$ cat src/design/eo_lpi_pkg.sv
// package of constants and types for the low power idle electro-optic control block
// Behaviour
// - one transmit sample every symbol clock cycle
// - sample from precoded power-scaled PAM symbol
// - payload sample don't-care during low power idle
// - light-off request on idle-payload after pad
// - delay light-off by scaling and framing latency
// - light-on request on pad after idle-payload
// - advance light-on by latency, hold it on for latency plus wake-up
// - advertise low power idle capability in header
// - received signal sampled continuously for recovery
// - no-light payload flagged idle, receiver may sleep
// - idle-payload type used only when negotiated
// - pad type marks zero-valued framing symbols
package eo_lpi_pkg;
  localparam int SYMB_W = 4;
  localparam int SAMPLE_W = 10;
  localparam int SCALE_W = 8;
  localparam int RX_W = 10;
  localparam int FIFO_DEPTH = 8;
  localparam int PIPE_LAT = 4;
  localparam int WAKE_CYCLES = 6;
  localparam int ADV = PIPE_LAT + WAKE_CYCLES;
  localparam int QUIET_CYCLES = 16;
  localparam logic [SCALE_W-1:0] SCALE_RST = 8'h80;
  localparam logic [RX_W-1:0] DARK_RST = 10'h020;

  // AXI4-Lite register byte addresses
  localparam logic [7:0] ADDR_CTRL = 8'h00;
  localparam logic [7:0] ADDR_SCALE = 8'h04;
  localparam logic [7:0] ADDR_DARK = 8'h08;
  localparam logic [7:0] ADDR_STATUS = 8'h0C;
  // control fields
  localparam int CTRL_LPI_EN = 0;
  localparam int CTRL_RXPD_EN = 1;
  localparam int CTRL_PRECODE_EN = 2;
  // status fields
  localparam int STAT_TXPWR = 0;
  localparam int STAT_RXPWR = 1;
  localparam int STAT_RXIDLE = 2;
  localparam int STAT_CAP = 3;
  localparam int STAT_OVF = 4;
  localparam logic [1:0] RESP_OKAY = 2'b00;
  localparam logic [1:0] RESP_SLVERR = 2'b10;

  typedef enum logic [2:0] {
    TY_S1 = 3'h0,
    TY_S2 = 3'h1,
    TY_HEADER = 3'h2,
    TY_ZERO = 3'h3,
    TY_PAYLOAD = 3'h4,
    TY_PAYLOAD_OFF = 3'h5
  } symbol_type_t;
endpackage

$ cat src/design/sample_fifo.sv
// synchronous FIFO with valid/ready on both sides
`timescale 1ns/100ps
module sample_fifo #(
  parameter int WIDTH = 16,
  parameter int DEPTH = 8
) (
  input wire logic clk_in,
  input wire logic nrst_in,
  input wire logic in_valid_in,
  output logic in_ready_out,
  input wire logic [WIDTH-1:0] in_data_in,
  output logic out_valid_out,
  input wire logic out_ready_in,
  output logic [WIDTH-1:0] out_data_out
);
  localparam int AW = $clog2(DEPTH);
  typedef struct packed {
    logic [AW:0] wr;
    logic [AW:0] rd;
  } fifo_state_t;
  fifo_state_t s_q, s_d;
  logic [WIDTH-1:0] mem_q [DEPTH];
  logic push, pop, full, empty;

  assign full = (s_q.wr[AW] != s_q.rd[AW]) && (s_q.wr[AW-1:0] == s_q.rd[AW-1:0]);
  assign empty = s_q.wr == s_q.rd;
  assign in_ready_out = !full;
  assign out_valid_out = !empty;
  assign push = in_valid_in && !full;
  assign pop = out_ready_in && !empty;
  assign out_data_out = mem_q[s_q.rd[AW-1:0]];

  always_comb begin
    s_d = s_q;
    if (push) begin
      s_d.wr = s_q.wr + 1'b1;
    end
    if (pop) begin
      s_d.rd = s_q.rd + 1'b1;
    end
  end

  always_ff @(posedge clk_in or negedge nrst_in) begin
    if (!nrst_in) begin
      s_q <= '0;
    end else begin
      s_q <= s_d;
    end
  end

  // storage without reset keeps the array out of the reset tree
  always_ff @(posedge clk_in) begin
    if (push) begin
      mem_q[s_q.wr[AW-1:0]] <= in_data_in;
    end
  end
endmodule

$ cat src/design/lpi_edge_delay.sv
// fixed-length shift line for the power-scaling and framing latency
`timescale 1ns/100ps
module lpi_edge_delay #(
  parameter int WIDTH = 4,
  parameter int STAGES = 4
) (
  input wire logic clk_in,
  input wire logic nrst_in,
  input wire logic [WIDTH-1:0] d_in,
  output logic [WIDTH-1:0] q_out
);
  typedef struct packed {
    logic [STAGES-1:0][WIDTH-1:0] line;
  } line_state_t;
  line_state_t s_q, s_d;

  always_comb begin
    s_d = s_q;
    s_d.line[0] = d_in;
    for (int i = 1; i < STAGES; i++) begin
      s_d.line[i] = s_q.line[i-1];
    end
  end

  always_ff @(posedge clk_in or negedge nrst_in) begin
    if (!nrst_in) begin
      s_q <= '0;
    end else begin
      s_q <= s_d;
    end
  end

  assign q_out = s_q.line[STAGES-1];
endmodule

$ cat src/design/eo_lpi_ctrl.sv
// transmit sample path and light power control toward the electro-optic unit
//
// Added by the designer: register access over AXI4-Lite and the register offsets.
`timescale 1ns/100ps
module eo_lpi_ctrl
  import eo_lpi_pkg::*;
(
  input wire logic clk_in,
  input wire logic nrst_in,
  // AXI4-Lite slave
  input wire logic [7:0] s_axi_awaddr_in,
  input wire logic s_axi_awvalid_in,
  output logic s_axi_awready_out,
  input wire logic [31:0] s_axi_wdata_in,
  input wire logic [3:0] s_axi_wstrb_in,
  input wire logic s_axi_wvalid_in,
  output logic s_axi_wready_out,
  output logic [1:0] s_axi_bresp_out,
  output logic s_axi_bvalid_out,
  input wire logic s_axi_bready_in,
  input wire logic [7:0] s_axi_araddr_in,
  input wire logic s_axi_arvalid_in,
  output logic s_axi_arready_out,
  output logic [31:0] s_axi_rdata_out,
  output logic [1:0] s_axi_rresp_out,
  output logic s_axi_rvalid_out,
  input wire logic s_axi_rready_in,
  // transmit symbol stream from the coding/modulation block
  input wire logic [eo_lpi_pkg::SYMB_W-1:0] tx_symbol_in,
  input wire logic [2:0] tx_symbol_type_request_in,
  input wire logic tx_symbol_valid_in,
  output logic tx_symbol_ready_out,
  // toward the electro-optic unit
  output logic [eo_lpi_pkg::SAMPLE_W-1:0] tx_sample_transfer_out,
  output logic tx_light_power_request_out,
  output logic rx_conversion_power_request_out,
  input wire logic [eo_lpi_pkg::RX_W-1:0] rx_sample_transfer_in,
  // receive side indications
  output logic [eo_lpi_pkg::RX_W-1:0] rx_sample_out,
  output logic rx_payload_off_out,
  input wire logic rx_payload_window_in,
  output logic lpi_capable_out
);
  import eo_lpi_pkg::*;

  localparam int FW = SYMB_W + 3;

  typedef struct packed {
    logic [2:0] ctrl;
    logic [SCALE_W-1:0] scale;
    logic [RX_W-1:0] dark;
    logic aw_got;
    logic w_got;
    logic [7:0] awaddr;
    logic [31:0] wdata;
    logic [3:0] wstrb;
    logic bvalid;
    logic [1:0] bresp;
    logic rvalid;
    logic [31:0] rdata;
    logic [1:0] rresp;
    logic [2:0] prev_type;
    logic [SAMPLE_W-1:0] pre_d;
    logic [SAMPLE_W-1:0] sample;
    logic light_on;
    logic [4:0] on_cnt;
    logic ovf;
    logic [RX_W-1:0] rx_s1;
    logic [RX_W-1:0] rx_s2;
    logic win_s1;
    logic win_s2;
    logic [4:0] dark_cnt;
    logic rx_idle;
    logic rx_pwr;
  } state_t;
  state_t s_q, s_d;

  logic [FW-1:0] fifo_out;
  logic fifo_valid, fifo_in_ready;
  logic [FW-1:0] lat_out;
  logic [SYMB_W-1:0] sym;
  logic [2:0] typ, lat_typ;
  logic [SAMPLE_W-1:0] pam, precoded;
  logic [SAMPLE_W+SCALE_W-1:0] scaled;
  logic aw_fire, w_fire, ar_fire, off_edge, on_edge;

  // small elastic buffer between the coder and the symbol-clock sample stream
  sample_fifo #(.WIDTH(FW), .DEPTH(FIFO_DEPTH)) u_fifo (
    .clk_in(clk_in),
    .nrst_in(nrst_in),
    .in_valid_in(tx_symbol_valid_in),
    .in_ready_out(fifo_in_ready),
    .in_data_in({tx_symbol_type_request_in, tx_symbol_in}),
    .out_valid_out(fifo_valid),
    .out_ready_in(1'b1),
    .out_data_out(fifo_out)
  );
  assign tx_symbol_ready_out = fifo_in_ready;

  // models the power-scaling and frame-building pipeline
  lpi_edge_delay #(.WIDTH(FW), .STAGES(PIPE_LAT)) u_lat (
    .clk_in(clk_in),
    .nrst_in(nrst_in),
    .d_in(fifo_valid ? fifo_out : {TY_PAYLOAD, {SYMB_W{1'b0}}}),
    .q_out(lat_out)
  );

  assign sym = fifo_out[SYMB_W-1:0];
  assign typ = fifo_valid ? fifo_out[FW-1:SYMB_W] : TY_PAYLOAD;
  assign lat_typ = lat_out[FW-1:SYMB_W];
  assign off_edge = (typ == TY_PAYLOAD_OFF) && (s_q.prev_type == TY_ZERO);
  assign on_edge = (typ == TY_ZERO) && (s_q.prev_type == TY_PAYLOAD_OFF);
  // PAM level centred on zero; pad symbols are forced to zero
  assign pam = (typ == TY_ZERO) ? '0 : SAMPLE_W'({sym, 1'b1}) - SAMPLE_W'(1 << SYMB_W);
  // modulo precoder: feeds back the previous output
  assign precoded = s_q.ctrl[CTRL_PRECODE_EN] ? pam - s_q.pre_d : pam;
  assign scaled = $signed(precoded) * $signed({1'b0, s_q.scale});

  assign aw_fire = s_axi_awvalid_in && s_axi_awready_out;
  assign w_fire = s_axi_wvalid_in && s_axi_wready_out;
  assign ar_fire = s_axi_arvalid_in && s_axi_arready_out;
  assign s_axi_awready_out = !s_q.aw_got && !s_q.bvalid;
  assign s_axi_wready_out = !s_q.w_got && !s_q.bvalid;
  assign s_axi_arready_out = !s_q.rvalid;

  always_comb begin
    s_d = s_q;
    // write channel, address and data in either order
    if (aw_fire) begin
      s_d.aw_got = 1'b1;
      s_d.awaddr = s_axi_awaddr_in;
    end
    if (w_fire) begin
      s_d.w_got = 1'b1;
      s_d.wdata = s_axi_wdata_in;
      s_d.wstrb = s_axi_wstrb_in;
    end
    if (s_q.aw_got && s_q.w_got) begin
      s_d.aw_got = 1'b0;
      s_d.w_got = 1'b0;
      s_d.bvalid = 1'b1;
      s_d.bresp = RESP_OKAY;
      unique case (s_q.awaddr)
        ADDR_CTRL: begin
          if (s_q.wstrb[0]) begin
            s_d.ctrl = s_q.wdata[2:0];
          end
        end
        ADDR_SCALE: begin
          if (s_q.wstrb[0]) begin
            s_d.scale = s_q.wdata[SCALE_W-1:0];
          end
        end
        ADDR_DARK: begin
          if (s_q.wstrb[0]) begin
            s_d.dark[7:0] = s_q.wdata[7:0];
          end
          if (s_q.wstrb[1]) begin
            s_d.dark[RX_W-1:8] = s_q.wdata[RX_W-1:8];
          end
        end
        ADDR_STATUS: begin
          // writing a one to the overflow bit clears the overflow flag, unless the FIFO is empty that cycle and sets it again
          if (s_q.wstrb[0] && s_q.wdata[STAT_OVF]) begin
            s_d.ovf = 1'b0;
          end
        end
        default: s_d.bresp = RESP_SLVERR;
      endcase
    end
    if (s_q.bvalid && s_axi_bready_in) begin
      s_d.bvalid = 1'b0;
    end
    if (ar_fire) begin
      s_d.rvalid = 1'b1;
      s_d.rresp = RESP_OKAY;
      s_d.rdata = '0;
      unique case (s_axi_araddr_in)
        ADDR_CTRL: s_d.rdata[2:0] = s_q.ctrl;
        ADDR_SCALE: s_d.rdata[SCALE_W-1:0] = s_q.scale;
        ADDR_DARK: s_d.rdata[RX_W-1:0] = s_q.dark;
        ADDR_STATUS: s_d.rdata[4:0] = {s_q.ovf, 1'b1, s_q.rx_idle, s_q.rx_pwr, s_q.light_on};
        default: s_d.rresp = RESP_SLVERR;
      endcase
    end else if (s_q.rvalid && s_axi_rready_in) begin
      s_d.rvalid = 1'b0;
    end

    // one sample per symbol clock; payload-off samples are don't-care, sent as zero
    s_d.prev_type = typ;
    s_d.pre_d = precoded;
    if (typ == TY_PAYLOAD_OFF) begin
      s_d.sample = '0;
    end else begin
      s_d.sample = scaled[SAMPLE_W+6:7];
    end
    if (!fifo_valid) begin
      s_d.ovf = 1'b1;
    end

    // light control; light-off requests only when low power idle is negotiated, else the request is held on
    if (!s_q.ctrl[CTRL_LPI_EN]) begin
      s_d.light_on = 1'b1;
      s_d.on_cnt = '0;
    end else begin
      // idle-payload symbol just came out of the pipeline: switch off on it
      if ((lat_typ == TY_PAYLOAD_OFF) && s_q.light_on && (s_q.on_cnt == '0)) begin
        s_d.light_on = 1'b0;
      end
      // light-on is raised early: the pad is seen PIPE_LAT cycles ahead of the fibre
      if (on_edge) begin
        s_d.light_on = 1'b1;
        s_d.on_cnt = 5'(ADV);
      end else if (s_q.on_cnt != '0) begin
        s_d.on_cnt = s_q.on_cnt - 1'b1;
      end
      if (off_edge) begin
        s_d.on_cnt = '0;
      end
    end

    // receive: continuous sampling through two flops
    s_d.rx_s1 = rx_sample_transfer_in;
    s_d.rx_s2 = s_q.rx_s1;
    s_d.win_s1 = rx_payload_window_in;
    s_d.win_s2 = s_q.win_s1;
    if (s_q.win_s2 && s_q.ctrl[CTRL_LPI_EN] && (s_q.rx_s2 < s_q.dark)) begin
      if (s_q.dark_cnt != 5'(QUIET_CYCLES)) begin
        s_d.dark_cnt = s_q.dark_cnt + 1'b1;
      end
    end else begin
      s_d.dark_cnt = '0;
    end
    s_d.rx_idle = s_q.dark_cnt == 5'(QUIET_CYCLES);
    // receiver wakes at window end, since no light can be seen while off
    s_d.rx_pwr = !(s_d.rx_idle && s_q.ctrl[CTRL_RXPD_EN] && s_q.win_s2);
  end

  always_ff @(posedge clk_in or negedge nrst_in) begin
    if (!nrst_in) begin
      s_q <= '0;
      s_q.scale <= SCALE_RST;
      s_q.dark <= DARK_RST;
      s_q.prev_type <= TY_PAYLOAD;
      s_q.light_on <= 1'b1;
      s_q.rx_pwr <= 1'b1;
    end else begin
      s_q <= s_d;
    end
  end

  assign s_axi_bvalid_out = s_q.bvalid;
  assign s_axi_bresp_out = s_q.bresp;
  assign s_axi_rvalid_out = s_q.rvalid;
  assign s_axi_rdata_out = s_q.rdata;
  assign s_axi_rresp_out = s_q.rresp;
  assign tx_sample_transfer_out = s_q.sample;
  assign tx_light_power_request_out = s_q.light_on;
  assign rx_conversion_power_request_out = s_q.rx_pwr;
  assign rx_sample_out = s_q.rx_s2;
  assign rx_payload_off_out = s_q.rx_idle;
  assign lpi_capable_out = 1'b1;
endmodule

$ cat config.mk
export PLATFORM = sky130hd
export DESIGN_NAME = eo_lpi_ctrl
export DESIGN_NICKNAME = d
export VERILOG_FILES = /design/src/design/eo_lpi_pkg.sv /design/src/design/sample_fifo.sv /design/src/design/lpi_edge_delay.sv /design/src/design/eo_lpi_ctrl.sv
export SDC_FILE = /design/constraint.sdc
export NUM_CORES = 1
export LEC_CHECK = 0
export ABC_AREA = 1
export BUFFER_PORTS_ARGS = -buffer_cell sky130_fd_sc_hd__clkbuf_2
export CORE_MARGIN = 3
export CORE_UTILIZATION = 51
export CTS_CLUSTER_DIAMETER = 100
export DETAILED_ROUTE_END_ITERATION = 8
export GPL_ROUTABILITY_DRIVEN = 0
export PLACE_DENSITY = 0.83
export REMOVE_ABC_BUFFERS = 1
export SYNTH_ARGS = -nofsm -noshare
export SYNTH_HDL_FRONTEND = slang
export SYNTH_SLANG_ARGS = --single-unit
$ cat constraint.sdc
create_clock -name clk_in -period 7.36 [get_ports clk_in]
set_input_delay 0.368 -clock clk_in [delete_from_list [all_inputs] [get_ports clk_in]]
set_output_delay 0.368 -clock clk_in [all_outputs]
set_load 0.01 [all_outputs]
# [Yosys cells after proc, flatten, opt, wreduce, memory -nomap -nowiden]
# Memories as Yosys holds them, arrays and structs flattened.
# Index checks and enable logic that the tools add are counted.
[word_totals] regBits=154 ram_bits=56 inputBits=78 n_memories=1
[classes] addsub=6 mul=1 order_cmp=1 eq_ne=19 n_mux=32 reduce_logical=43
[mem_list] name="u_fifo.mem_q" depth=8 width=7 rd=1 rd_clocked_by_memory_dff=0 wr=1 line="sample_fifo.sv:22" text="logic [WIDTH-1:0] mem_q [DEPTH];"
[ops] op="== test 8 x 4 -> 1 bit (second input constant)" n=4
[ops] op="2-to-1 mux 10 bit" n=3
[ops] op="2-to-1 mux 5 bit" n=5
[ops] op="logical AND 1 bit" n=19
[ops] op="multiplier 10 x 9 -> 17 bit" n=1
[ops] op="== test 8 x 3 -> 1 bit (second input constant)" n=2
[ops] op="logical NOT 8 bit" n=2
[ops] op="AND reduction 3 bit" n=5
[ops] op="nonzero test 2 bit" n=7
[ops] op="2-to-1 mux 1 bit" n=13
[ops] op="one-hot mux 3 bit (4 select lines)" n=1
[ops] op="< comparator 10 bit" n=1
[ops] op="subtractor 10 bit" n=1
[ops] op="== test 3 bit (second input constant)" n=3
[ops] op="adder 4 x 1 -> 4 bit (second input constant)" n=2
[ops] op="2-to-1 mux 2 bit" n=4
[ops] op="OR reduction 4 bit" n=2
[ops] op="2-to-1 mux 7 bit" n=1
[ops] op="== test 3 x 2 -> 1 bit (second input constant)" n=2
[ops] op="logical NOT 1 bit" n=6
[ops] op="2-to-1 mux 3 bit" n=2
[ops] op="2-to-1 mux 6 bit" n=1
[ops] op="one-hot mux 2 bit (3 select lines)" n=1
[ops] op="one-hot mux 3 bit (2 select lines)" n=1
[ops] op="other kinds (13)" n=13

# [Logic depth before layout (Yosys ltp)]
# Gate-level depths: netlist of run 1.
[logic_depth] depth_word=8 ltp_mapped=42 ltp_nobuf=41

# [Cells and area by module]
# A second synthesis of run 1 with hierarchy kept.
[hier_totals] hier_cells=1267 area_unflattened_um2=11915.2
[by_module_without_submodules] mod="eo_lpi_ctrl" n_inst=1 cells_each=996 area_each_um2=8483.1 seq_area_each_um2=2909.0
[by_module_without_submodules] mod="sample_fifo" n_inst=1 cells_each=243 area_each_um2=2731.4 seq_area_each_um2=1881.8
[by_module_without_submodules] mod="lpi_edge_delay" n_inst=1 cells_each=28 area_each_um2=700.7 seq_area_each_um2=700.7

# [Worst setup path before layout of run 1]
# Ideal clock, no wire load.
[synth_path] path_kind="register to register" from="reg u_fifo.s_q[0] in the netlist's numbering" to="reg s_q, in the netlist tx_sample_transfer_out[9]" arrival_ns=6.299 slack_ns=0.942 stages_incl_launch_ff=38 path_buffers=2 synth_period_minus_slack_ns=6.418 cell_sequence="dfrtp_1 > inv_2 > buf_6 > buf_6 > nand2_1 > nand3_1 > nand3_1 > nand3_2 > nor2_4 > nand2_4 > inv_1 > ha_1 > fa_1 > o21ai_0 > a21oi_1 > o21ai_0 > nand2_1 > nand2_1 > (+2 left out) > nand2_1 > nand2_1 > inv_1 > nand2_1 > fa_1 > inv_1 > fa_1 > fa_1 > inv_1 > fa_1 > inv_1 > ha_1 > a21oi_1 > o21ai_0 > a221oi_1 > nand3_1 > nand2_1 > nor2_1"
[synth_rtl] element="start: declaration" line="sample_fifo.sv:21" text="fifo_state_t s_q, s_d;"
[synth_rtl] element="start signal: assignment" line="sample_fifo.sv:45" text="s_q <= '0;"
[synth_rtl] element="start signal: assignment" line="sample_fifo.sv:47" text="s_q <= s_d;"
[synth_rtl] element="end: declaration" line="eo_lpi_ctrl.sv:76" text="state_t s_q, s_d;"

==> results.py, run 1 <==
metrics = {
    "final_layout": {
        "syn2layout_area_growth_pct": 10.1,
        "layout.nets": 1466,
        "final_layout_size_suffix_gt1_share_pct": 15.0,
        "multi_input_comb_area_mm2": 0.00499,
        "fillers": 1723,
        "final-seq-area_mm2": 0.00504,
        "antenna_cells": 0,
        "layout.cell_area.non_filler_mm2": 0.0124,
    },
    "critical_path": {
        "reg2reg_from": "u_fifo.s_q[0]",
        "worstSetupStartpointType": "flop",
        "reg2regPathDepth": 33,
        "critical_path_arrival_ns": 7.26,
        "required_time_of_the_critical_path_ns": 7.69,
        "endpoint_kind": "flop",
        "timing.reg2reg.setup_slack_ns": 0.43,
        "worst_path_max_delay_cell": "sky130_fd_sc_hd__fa_1",
        "critical_path.max_stage_delay_ns": 0.55,
        "critical-path-top-cell-by-count": "sky130_fd_sc_hd__nand2_1",
        "critical_path.reg2reg.endpoint": "tx_sample_transfer_out[9]",
        "crit_path_max_fanout": 17,
        "worstSetupPathType": "reg2reg",
    },
    "worst_hold_path": {
        "timing.hold.worst_endpoint": "s_d[17]",
        "worst_hold_class": "in2reg",
        "worstHoldStart": "rx_sample_transfer_in[8]",
        "worstHoldPathCells": 1,
    },
    "yosys": {
        "synth_ff_type": "sky130_fd_sc_hd__dfrtp_1",
        "area_fraction_of_the_dominant_cell_type_after_synthesis_pct": 28.7,
        "async_reset_ff_share_pct": 70.5,
        "yosys_register_bits": 190,
        "synthesis.instances": 1201,
        "post_synth_main_area_contributors": "sky130_fd_sc_hd__dfrtp_1, sky130_fd_sc_hd__edfxtp_1, sky130_fd_sc_hd__fa_1, sky130_fd_sc_hd__nand2_1, sky130_fd_sc_hd__inv_1",
        "synthMostInstantiatedCell": "sky130_fd_sc_hd__nand2_1",
        "synth.yosys.seq_area_share_pct": 44.9,
        "netlist_top_cells_count": "sky130_fd_sc_hd__nand2_1, sky130_fd_sc_hd__inv_1, sky130_fd_sc_hd__dfrtp_1, sky130_fd_sc_hd__nor2_1, sky130_fd_sc_hd__o21ai_0",
        "syn_area_mm2": 0.0112,
        "synthDistinctLibCells": 48,
        "post_synth_edffs": 56,
        "syn_avg_cell_area_um2": 9.36,
        "post-synth-top-area-cell": "sky130_fd_sc_hd__dfrtp_1",
        "synthesis.yosys.warnings": 0,
    },
    "clock_tree": {
        "cts-buffers-inserted": 17,
        "htree_num_levels": 4,
        "clk_pin_slew_ns": 0.08,
        "cts_root_buf": "sky130_fd_sc_hd__clkbuf_16",
        "cts_buffer_depth": 2,
        "cts_tree": "yes",
        "clock-sinks": 190,
        "clkLatencyLatePin_ns": 0.44,
        "cts_setup_buffers": 0,
    },
    "sta": {
        "grt_setup_unrepaired": "false",
        "relative_max_transition_margin_pct": 33.7,
        "report.final.hold_viol_count": 0,
        "tightest_slew_ns": 0.995,
        "setup_violations": 0,
        "timing.final.crit_period_ns": 6.93,
        "drv_slew": 0,
        "layout_worst_path_cycle_share_pct": 94.2,
        "setup_slack_ns": 0.425,
        "setup_tns_ns": 0,
        "clock.fmax_mhz": 144,
        "fin_skew_ns": 0.00814,
    },
    "status": {
        "status": "finished clean",
    },
    "grt": {
        "grt_start_max_net_pins": 80,
        "overflow": 0,
        "grt_pass1_vias": 8445,
        "antenna_found_initial": 0,
        "grt_first_pass_wirelength_um": 40900,
        "globalRouteTotalUtil_pct": 21.2,
    },
    "floorplan": {
        "chipWidth_um": 154,
        "design.portCount": 144,
        "die_outline_area_mm2": 0.0239,
        "floorplan.initialDensity_pct": 52.6,
        "fp-row-count": 53,
        "core_area_mm2": 0.0214,
        "die-height_um": 154,
    },
    "drt": {
        "detailroute.via_count": 8238,
        "met2RoutedLength_um": 12100,
        "met3_wire_length_um": 1620,
        "via_per_inst": 5.27,
        "remaining_drc_errors": 0,
        "top_signal_layer_used": "met4",
        "wl_um": 24200,
        "firstDrtPassIters": 5,
        "initialDrtViolationCount": 763,
        "met1_routed_wirelength_after_detailed_routing_um": 9820,
        "post_drt_wl_per_cell_um": 15.5,
        "antenna_violating_nets_post_route": 0,
    },
    "pwr": {
        "cellPowerDensity_mw_per_mm2": 372,
        "p_leak_uw": 0.00615,
        "vdd_ir_drop_max_mv": 0.295,
    },
    "flow_run": {
        "cap_violations": 0,
    },
    "placed_design": {
        "placedInstanceArea_mm2": 0.0117,
        "place.port_buffers": 94,
        "place_ws_ns": 0.117,
        "dp_hpwl_um": 17500,
    },
}
-- logic make-up (layout without fill, tap and decap cells) --
group                    after synthesis  count (layout)  synth area share, %
AND/OR/NAND/NOR                      431             431                 16.4
buffers and inverters                288             351                 11.8
adder cells (fa/ha/maj)              114             114                 16.7
XOR/XNOR                              25              25                 2.01
AO/OA/AOI/OAI                        139             139                 6.94
other                                  2              25               0.0668
multiplexers                          12              12                 1.20
flip-flops                           190             190                 44.9
-- sequential cells by signal, indices dropped and copies added, names as in the netlist --
signal                           count
s_q                                 66
u_fifo.mem_q                        56
s_d                                 11
rx_sample_out                       10
s_axi_rdata_out                     10
tx_sample_transfer_out              10
u_lat.s_d                            9
u_fifo.s_q                           8
u_lat.q_out                          3
rx_conversion_power_request_out      1
rx_payload_off_out                   1
s_axi_bresp_out                      1
s_axi_bvalid_out                     1
s_axi_rresp_out                      1
s_axi_rvalid_out                     1
tx_light_power_request_out           1
-- cell usage in the layout (no fill, tap or decap), types with 3 or more instances in the layout --
cell / count
sky130_fd_sc_hd__nand4_1: 11
sky130_fd_sc_hd__nand2_1: 232
sky130_fd_sc_hd__nand3_1: 32
sky130_fd_sc_hd__xnor2_1: 11
sky130_fd_sc_hd__nand2_4: 4
sky130_fd_sc_hd__inv_2: 4
sky130_fd_sc_hd__xor2_1: 13
sky130_fd_sc_hd__nand2_2: 8
sky130_fd_sc_hd__fa_1: 59
sky130_fd_sc_hd__buf_4: 11
sky130_fd_sc_hd__inv_1: 204
sky130_fd_sc_hd__nand3b_1: 3
sky130_fd_sc_hd__o21ai_0: 57
sky130_fd_sc_hd__nor2_1: 110
sky130_fd_sc_hd__ha_1: 54
sky130_fd_sc_hd__nor4_1: 7
sky130_fd_sc_hd__o21ai_1: 6
sky130_fd_sc_hd__a32o_1: 4
sky130_fd_sc_hd__mux2_2: 12
sky130_fd_sc_hd__dfrtp_1: 127
sky130_fd_sc_hd__a21oi_1: 48
sky130_fd_sc_hd__edfxtp_1: 56
sky130_fd_sc_hd__conb_1: 25
sky130_fd_sc_hd__inv_8: 3
sky130_fd_sc_hd__clkbuf_16: 18
sky130_fd_sc_hd__clkbuf_2: 93
sky130_fd_sc_hd__dfstp_2: 5
sky130_fd_sc_hd__clkinv_4: 3
sky130_fd_sc_hd__nor3_1: 9
sky130_fd_sc_hd__nor2_2: 3
sky130_fd_sc_hd__clkinv_1: 3
sky130_fd_sc_hd__a31oi_1: 6
sky130_fd_sc_hd__a221oi_1: 3
-- final cells by class --
| type | count | area share, % |
|---|---|---|
| inverter | 212 | 6.45 |
| clock buffer | 18 | 3.64 |
| clock inverter | 14 | 1.40 |
| sequential | 190 | 40.7 |
| timing repair buffer | 107 | 4.69 |
| multi-input combinational | 746 | 40.3 |
| tap | 275 | 2.78 |
-- layer usage --
layer  vias up  GRT usage, %
li1       3861             -
met1      3961          27.2
met2       359          35.6
met3        57          4.06
met4         0          8.41
met5         -             0
-- through the flow --
| stage | total power, uW | hold WS, ns | std cells | util [%] |
|---|---|---|---|---|
| final | 4610 | 0.0373 | 1562 | 58.0 |
| after global routing | 4940 | 0.0216 | 1562 | 58.0 |
| after CTS | 4570 | 0.0254 | 1562 | 57.8 |
| after detailed placement | 3580 | 0.336 | 1529 | 54.8 |
| after global placement | 3460 | 0.331 | 1529 | 54.8 |
| after floorplan | 2970 | 0.0724 | 1148 | - |
-- worst max-delay path by stage --
stage	start	endpoint	slack (ns)	depth (start not counted)
after floorplan	u_fifo.s_q[0]	tx_sample_transfer_out[9]	0.31	36
after global placement	u_fifo.s_q[0]	tx_sample_transfer_out[9]	0.39	33
after detailed placement	u_fifo.s_q[0]	tx_sample_transfer_out[9]	0.12	33
after CTS	u_fifo.s_q[0]	tx_sample_transfer_out[9]	0.05	33
after global routing	u_fifo.s_q[0]	tx_sample_transfer_out[9]	0.03	31
final	u_fifo.s_q[0]	tx_sample_transfer_out[9]	0.43	33
-- repair_timing --
action,4_1_cts,5_1_grt
gates resized for setup,0,17
hold endpoints to repair,54,0
setup endpoints to repair,0,7
hold buffers,1,0
-- worst max-delay path, delay by kind of cell (launching register included) --
kind | cells | cell delay [ns]
buf+inv | 6 | 0.79
xor+xnor | 1 | 0.15
fa+ha+maj | 6 | 2.86
compound gates | 9 | 1.62
flops | 1 | 0.45
simple gates | 11 | 0.93
-- report_power, final --
group          switching [uW]  internal (uW)  total (uW)
Sequential                149           1360        1510
Clock                     433            534         967
Combinational            1410            718        2130
(Power assumes the default switching activity.)
==> run 2: changes to the inputs <==
--- a/config.mk
+++ b/config.mk
@@ -5,14 +5,13 @@
 export SDC_FILE = /design/constraint.sdc
 export NUM_CORES = 1
 export LEC_CHECK = 0
-export ABC_AREA = 1
 export BUFFER_PORTS_ARGS = -buffer_cell sky130_fd_sc_hd__clkbuf_2
 export CORE_MARGIN = 3
-export CORE_UTILIZATION = 51
+export CORE_UTILIZATION = 35
 export CTS_CLUSTER_DIAMETER = 100
 export DETAILED_ROUTE_END_ITERATION = 8
 export GPL_ROUTABILITY_DRIVEN = 0
-export PLACE_DENSITY = 0.83
+export PLACE_DENSITY = 0.64
 export REMOVE_ABC_BUFFERS = 1
 export SYNTH_ARGS = -nofsm -noshare
 export SYNTH_HDL_FRONTEND = slang
==> results.py, run 2 <==
metrics = {
    "critical_path": {
        "critical_path_arrival_ns": 7.58,
        "critical-path-top-cell-by-count": "sky130_fd_sc_hd__fa_1",
        "required_time_of_the_critical_path_ns": 7.66,
        "critical_path.reg2reg.endpoint": "tx_sample_transfer_out[9]",
        "critical_path.max_stage_delay_ns": 0.52,
        "path_buf_inv": 8,
        "critPathLaunch": "u_fifo.s_q[0]",
        "worstSetupPathType": "reg2reg",
        "timing.reg2reg.setup_slack_ns": 0.09,
        "crit_path_max_fanout": 8,
        "reg2regPathDepth": 33,
        "endpoint_kind": "flop",
        "critPathTopFamily": "adder cells",
        "worstSetupStartpointType": "flop",
        "worst_path_max_delay_cell": "sky130_fd_sc_hd__fa_1",
        "reg2reg_from": "u_fifo.s_q[0]",
    },
    "drt": {
        "wl_um": 22300,
        "post_drt_wl_per_cell_um": 14.9,
        "antenna_violating_nets_post_route": 0,
        "initialDrtViolationCount": 335,
        "via_per_inst": 4.67,
        "detailroute.via_count": 6976,
        "firstDrtPassIters": 5,
        "remaining_drc_errors": 0,
    },
    "final_layout": {
        "antenna_cells": 0,
        "final_layout_size_suffix_gt1_share_pct": 31.1,
        "final_cells": 1494,
        "largest_register": "s_q",
        "fillers": 2887,
        "layout_common_cells": "sky130_fd_sc_hd__dfrtp_1, sky130_fd_sc_hd__inv_1, sky130_fd_sc_hd__clkbuf_2",
        "syn2layout_area_growth_pct": 17.9,
        "largest_register_ffs": 66,
        "layout.cells.most_common": "sky130_fd_sc_hd__dfrtp_1",
        "layout.cell_area.non_filler_mm2": 0.0130,
        "layout.nets": 1278,
    },
    "pwr": {
        "p_leak_uw": 0.00607,
        "cellPowerDensity_mw_per_mm2": 359,
        "power_share_of_the_clock_group_pct": 18.1,
        "vdd_ir_drop_max_mv": 0.209,
        "int_power_uw": 2950,
        "power_switching_uw": 1730,
        "power.switching_fraction_pct": 36.9,
        "seq_pwr_share_pct": 31.8,
        "power.combinational.fraction_pct": 50.1,
    },
    "grt": {
        "grt_util_met1_pct": 18.9,
        "grt_first_pass_wirelength_um": 36300,
        "met3_use_gr_pct": 2.57,
        "global_route.peak_usage_layer": "met2",
        "antenna_found_initial": 0,
        "grt_pass1_vias": 6889,
        "overflow": 0,
        "grt_start_max_net_pins": 77,
        "globalRouteTotalUtil_pct": 13.5,
        "met2_usage_pct": 21.8,
    },
    "placed_design": {
        "place_ws_ns": -0.316,
        "placedCellCount": 1439,
        "placedInstanceArea_mm2": 0.0121,
        "dp_hpwl_um": 16600,
        "place.port_buffers": 94,
    },
    "yosys": {
        "yosys_register_bits": 190,
        "post_synth_main_area_contributors": "sky130_fd_sc_hd__dfrtp_1, sky130_fd_sc_hd__edfxtp_1, sky130_fd_sc_hd__fa_1, sky130_fd_sc_hd__ha_1, sky130_fd_sc_hd__mux2_2",
        "dominant_combinational_cell_family_by_area_after_synthesis": "adder cells",
        "area_fraction_of_the_dominant_cell_type_after_synthesis_pct": 29.2,
        "synthDistinctLibCells": 68,
        "post_synth_edffs": 56,
        "synthMuxAreaShare_pct": 8.86,
        "netlist_top_cells_count": "sky130_fd_sc_hd__dfrtp_1, sky130_fd_sc_hd__inv_1, sky130_fd_sc_hd__nand2_1, sky130_fd_sc_hd__fa_1, sky130_fd_sc_hd__buf_4",
        "post-synth-top-area-cell": "sky130_fd_sc_hd__dfrtp_1",
        "synthesis.yosys.warnings": 0,
        "synth_compound_area_share_pct": 5.30,
        "syn_area_mm2": 0.0111,
        "synth-xor-area-share_pct": 3.47,
        "synth.yosys.seq_area_share_pct": 45.6,
        "synthMostInstantiatedCell": "sky130_fd_sc_hd__dfrtp_1",
        "synthSimpleGateAreaFrac_pct": 10.2,
        "syn_avg_cell_area_um2": 11.7,
        "async_reset_ff_share_pct": 70.5,
        "yosys.area_share.adder_pct": 17.0,
        "synth_ff_type": "sky130_fd_sc_hd__dfrtp_1",
        "synthesis.instances": 947,
    },
    "flow_run": {
        "cap_violations": 0,
    },
    "sta": {
        "grt_setup_unrepaired": "true",
        "hold_ws_ns": 0.0414,
        "timing.final.crit_period_ns": 7.27,
        "fin_skew_ns": 0.0139,
        "drv_slew": 0,
        "setup_violations": 0,
        "report.final.hold_viol_count": 0,
        "clock.fmax_mhz": 138,
        "layout_worst_path_cycle_share_pct": 98.8,
        "setup_slack_ns": 0.0876,
        "relative_max_transition_margin_pct": 35.3,
        "tightest_slew_ns": 0.970,
    },
    "clock_tree": {
        "cts-buffers-inserted": 17,
        "htree_num_levels": 4,
        "clock-sinks": 190,
        "cts_tree": "yes",
        "cts_buffer_depth": 2,
        "clkLatencyLatePin_ns": 0.43,
        "clk_pin_slew_ns": 0.07,
        "cts_root_buf": "sky130_fd_sc_hd__clkbuf_16",
    },
    "worst_hold_path": {
        "worstHoldPathCells": 1,
        "worst_hold_class": "in2reg",
        "timing.hold.worst_endpoint": "s_d[12]",
        "worstHoldStart": "rx_sample_transfer_in[3]",
    },
    "floorplan": {
        "floorplan.initialDensity_pct": 35.8,
        "chipWidth_um": 184,
        "die_outline_area_mm2": 0.0338,
        "die-height_um": 184,
        "core_area_mm2": 0.0309,
        "fp-row-count": 64,
        "design.portCount": 144,
    },
    "status": {
        "status": "finished clean",
    },
}
run 2: cell count changes after synthesis, sizes merged, moves of 11 or more:
| cell | change |
|---|---|
| mux2i | +12 |
| mux2 | +37 |
| o21ai | -45 |
| and2 | +43 |
| a21o | +13 |
| inv | -83 |
| nor2 | -71 |
| nand3 | -20 |
| nand4 | -11 |
| a21oi | -33 |
| mux4 | +13 |
| nand2 | -160 |
run 2: final cells by class:
| type | instances | area, um^2 | area share, % |
|---|---|---|---|
| clock inverters | 11 | 83.8 | 0.643 |
| flip-flops and latches | 190 | 5040 | 38.7 |
| clock buffers | 20 | 437 | 3.35 |
| multi-input cells | 565 | 5300 | 40.6 |
| inverters | 127 | 477 | 3.66 |
| well taps | 396 | 495 | 3.80 |
| repair buffers | 185 | 1210 | 9.30 |
run 2: what timing repair did:
| action | CTS | global route |
|---|---|---|
| resized for setup | 41 | 34 |
| gates cloned | 0 | 0 |
| setup endpoints to repair | 5 | 5 |
| pin swaps | 45 | 40 |
| hold buffers | 1 | 0 |
| hold endpoints to repair | 56 | 0 |
| setup buffers | 13 | 10 |
run 2: how the worst max path moves through the flow:
stage	endpoint	slack, ns	cells past startpoint
detailed placement	tx_sample_transfer_out[8]	-0.32	32
CTS	tx_sample_transfer_out[9]	-0.05	32
finish	tx_sample_transfer_out[9]	0.09	33
global placement	tx_sample_transfer_out[8]	-0.21	32
floorplan	tx_sample_transfer_out[9]	-0.40	30
global route	tx_sample_transfer_out[9]	-0.23	34
run 2: metal layers:
metal	routed length, um	share of wire, %
met5	0	0
met3	923	4.1
met2	10800	48
met4	251	1.1
met1	10300	46
run 2: cell families after synthesis:
family                   count (synthesis)
flip-flops                             190
XOR/XNOR                                40
AND/OR/NAND/NOR                        231
buffers and inverters                  215
AO/OA/AOI/OAI                           81
other                                    2
adder cells (fa/ha/maj)                114
multiplexers                            74
run 2: per-stage QoR:
| step | TNS [ns] | power [uW] | utilization, % |
|---|---|---|---|
| after floorplan | -1.62 | 2710 | - |
| after global placement | -0.842 | 3480 | 39.0 |
| after detailed placement | -1.27 | 3520 | 39.0 |
| after CTS | -0.0626 | 4510 | 41.5 |
| after global routing | -0.813 | 5030 | 42.2 |
| final | 0 | 4680 | 42.2 |
run 2: power groups by stage:
stage	combinational, uW	clock, uW	sequential, uW
4_1_cts	2160	871	1480
5_1_grt	2600	918	1510
2_1_floorplan	1200	0	1510
3_3_place_gp	1980	0	1500
3_5_place_dp	2020	0	1500
6_report	2340	848	1490
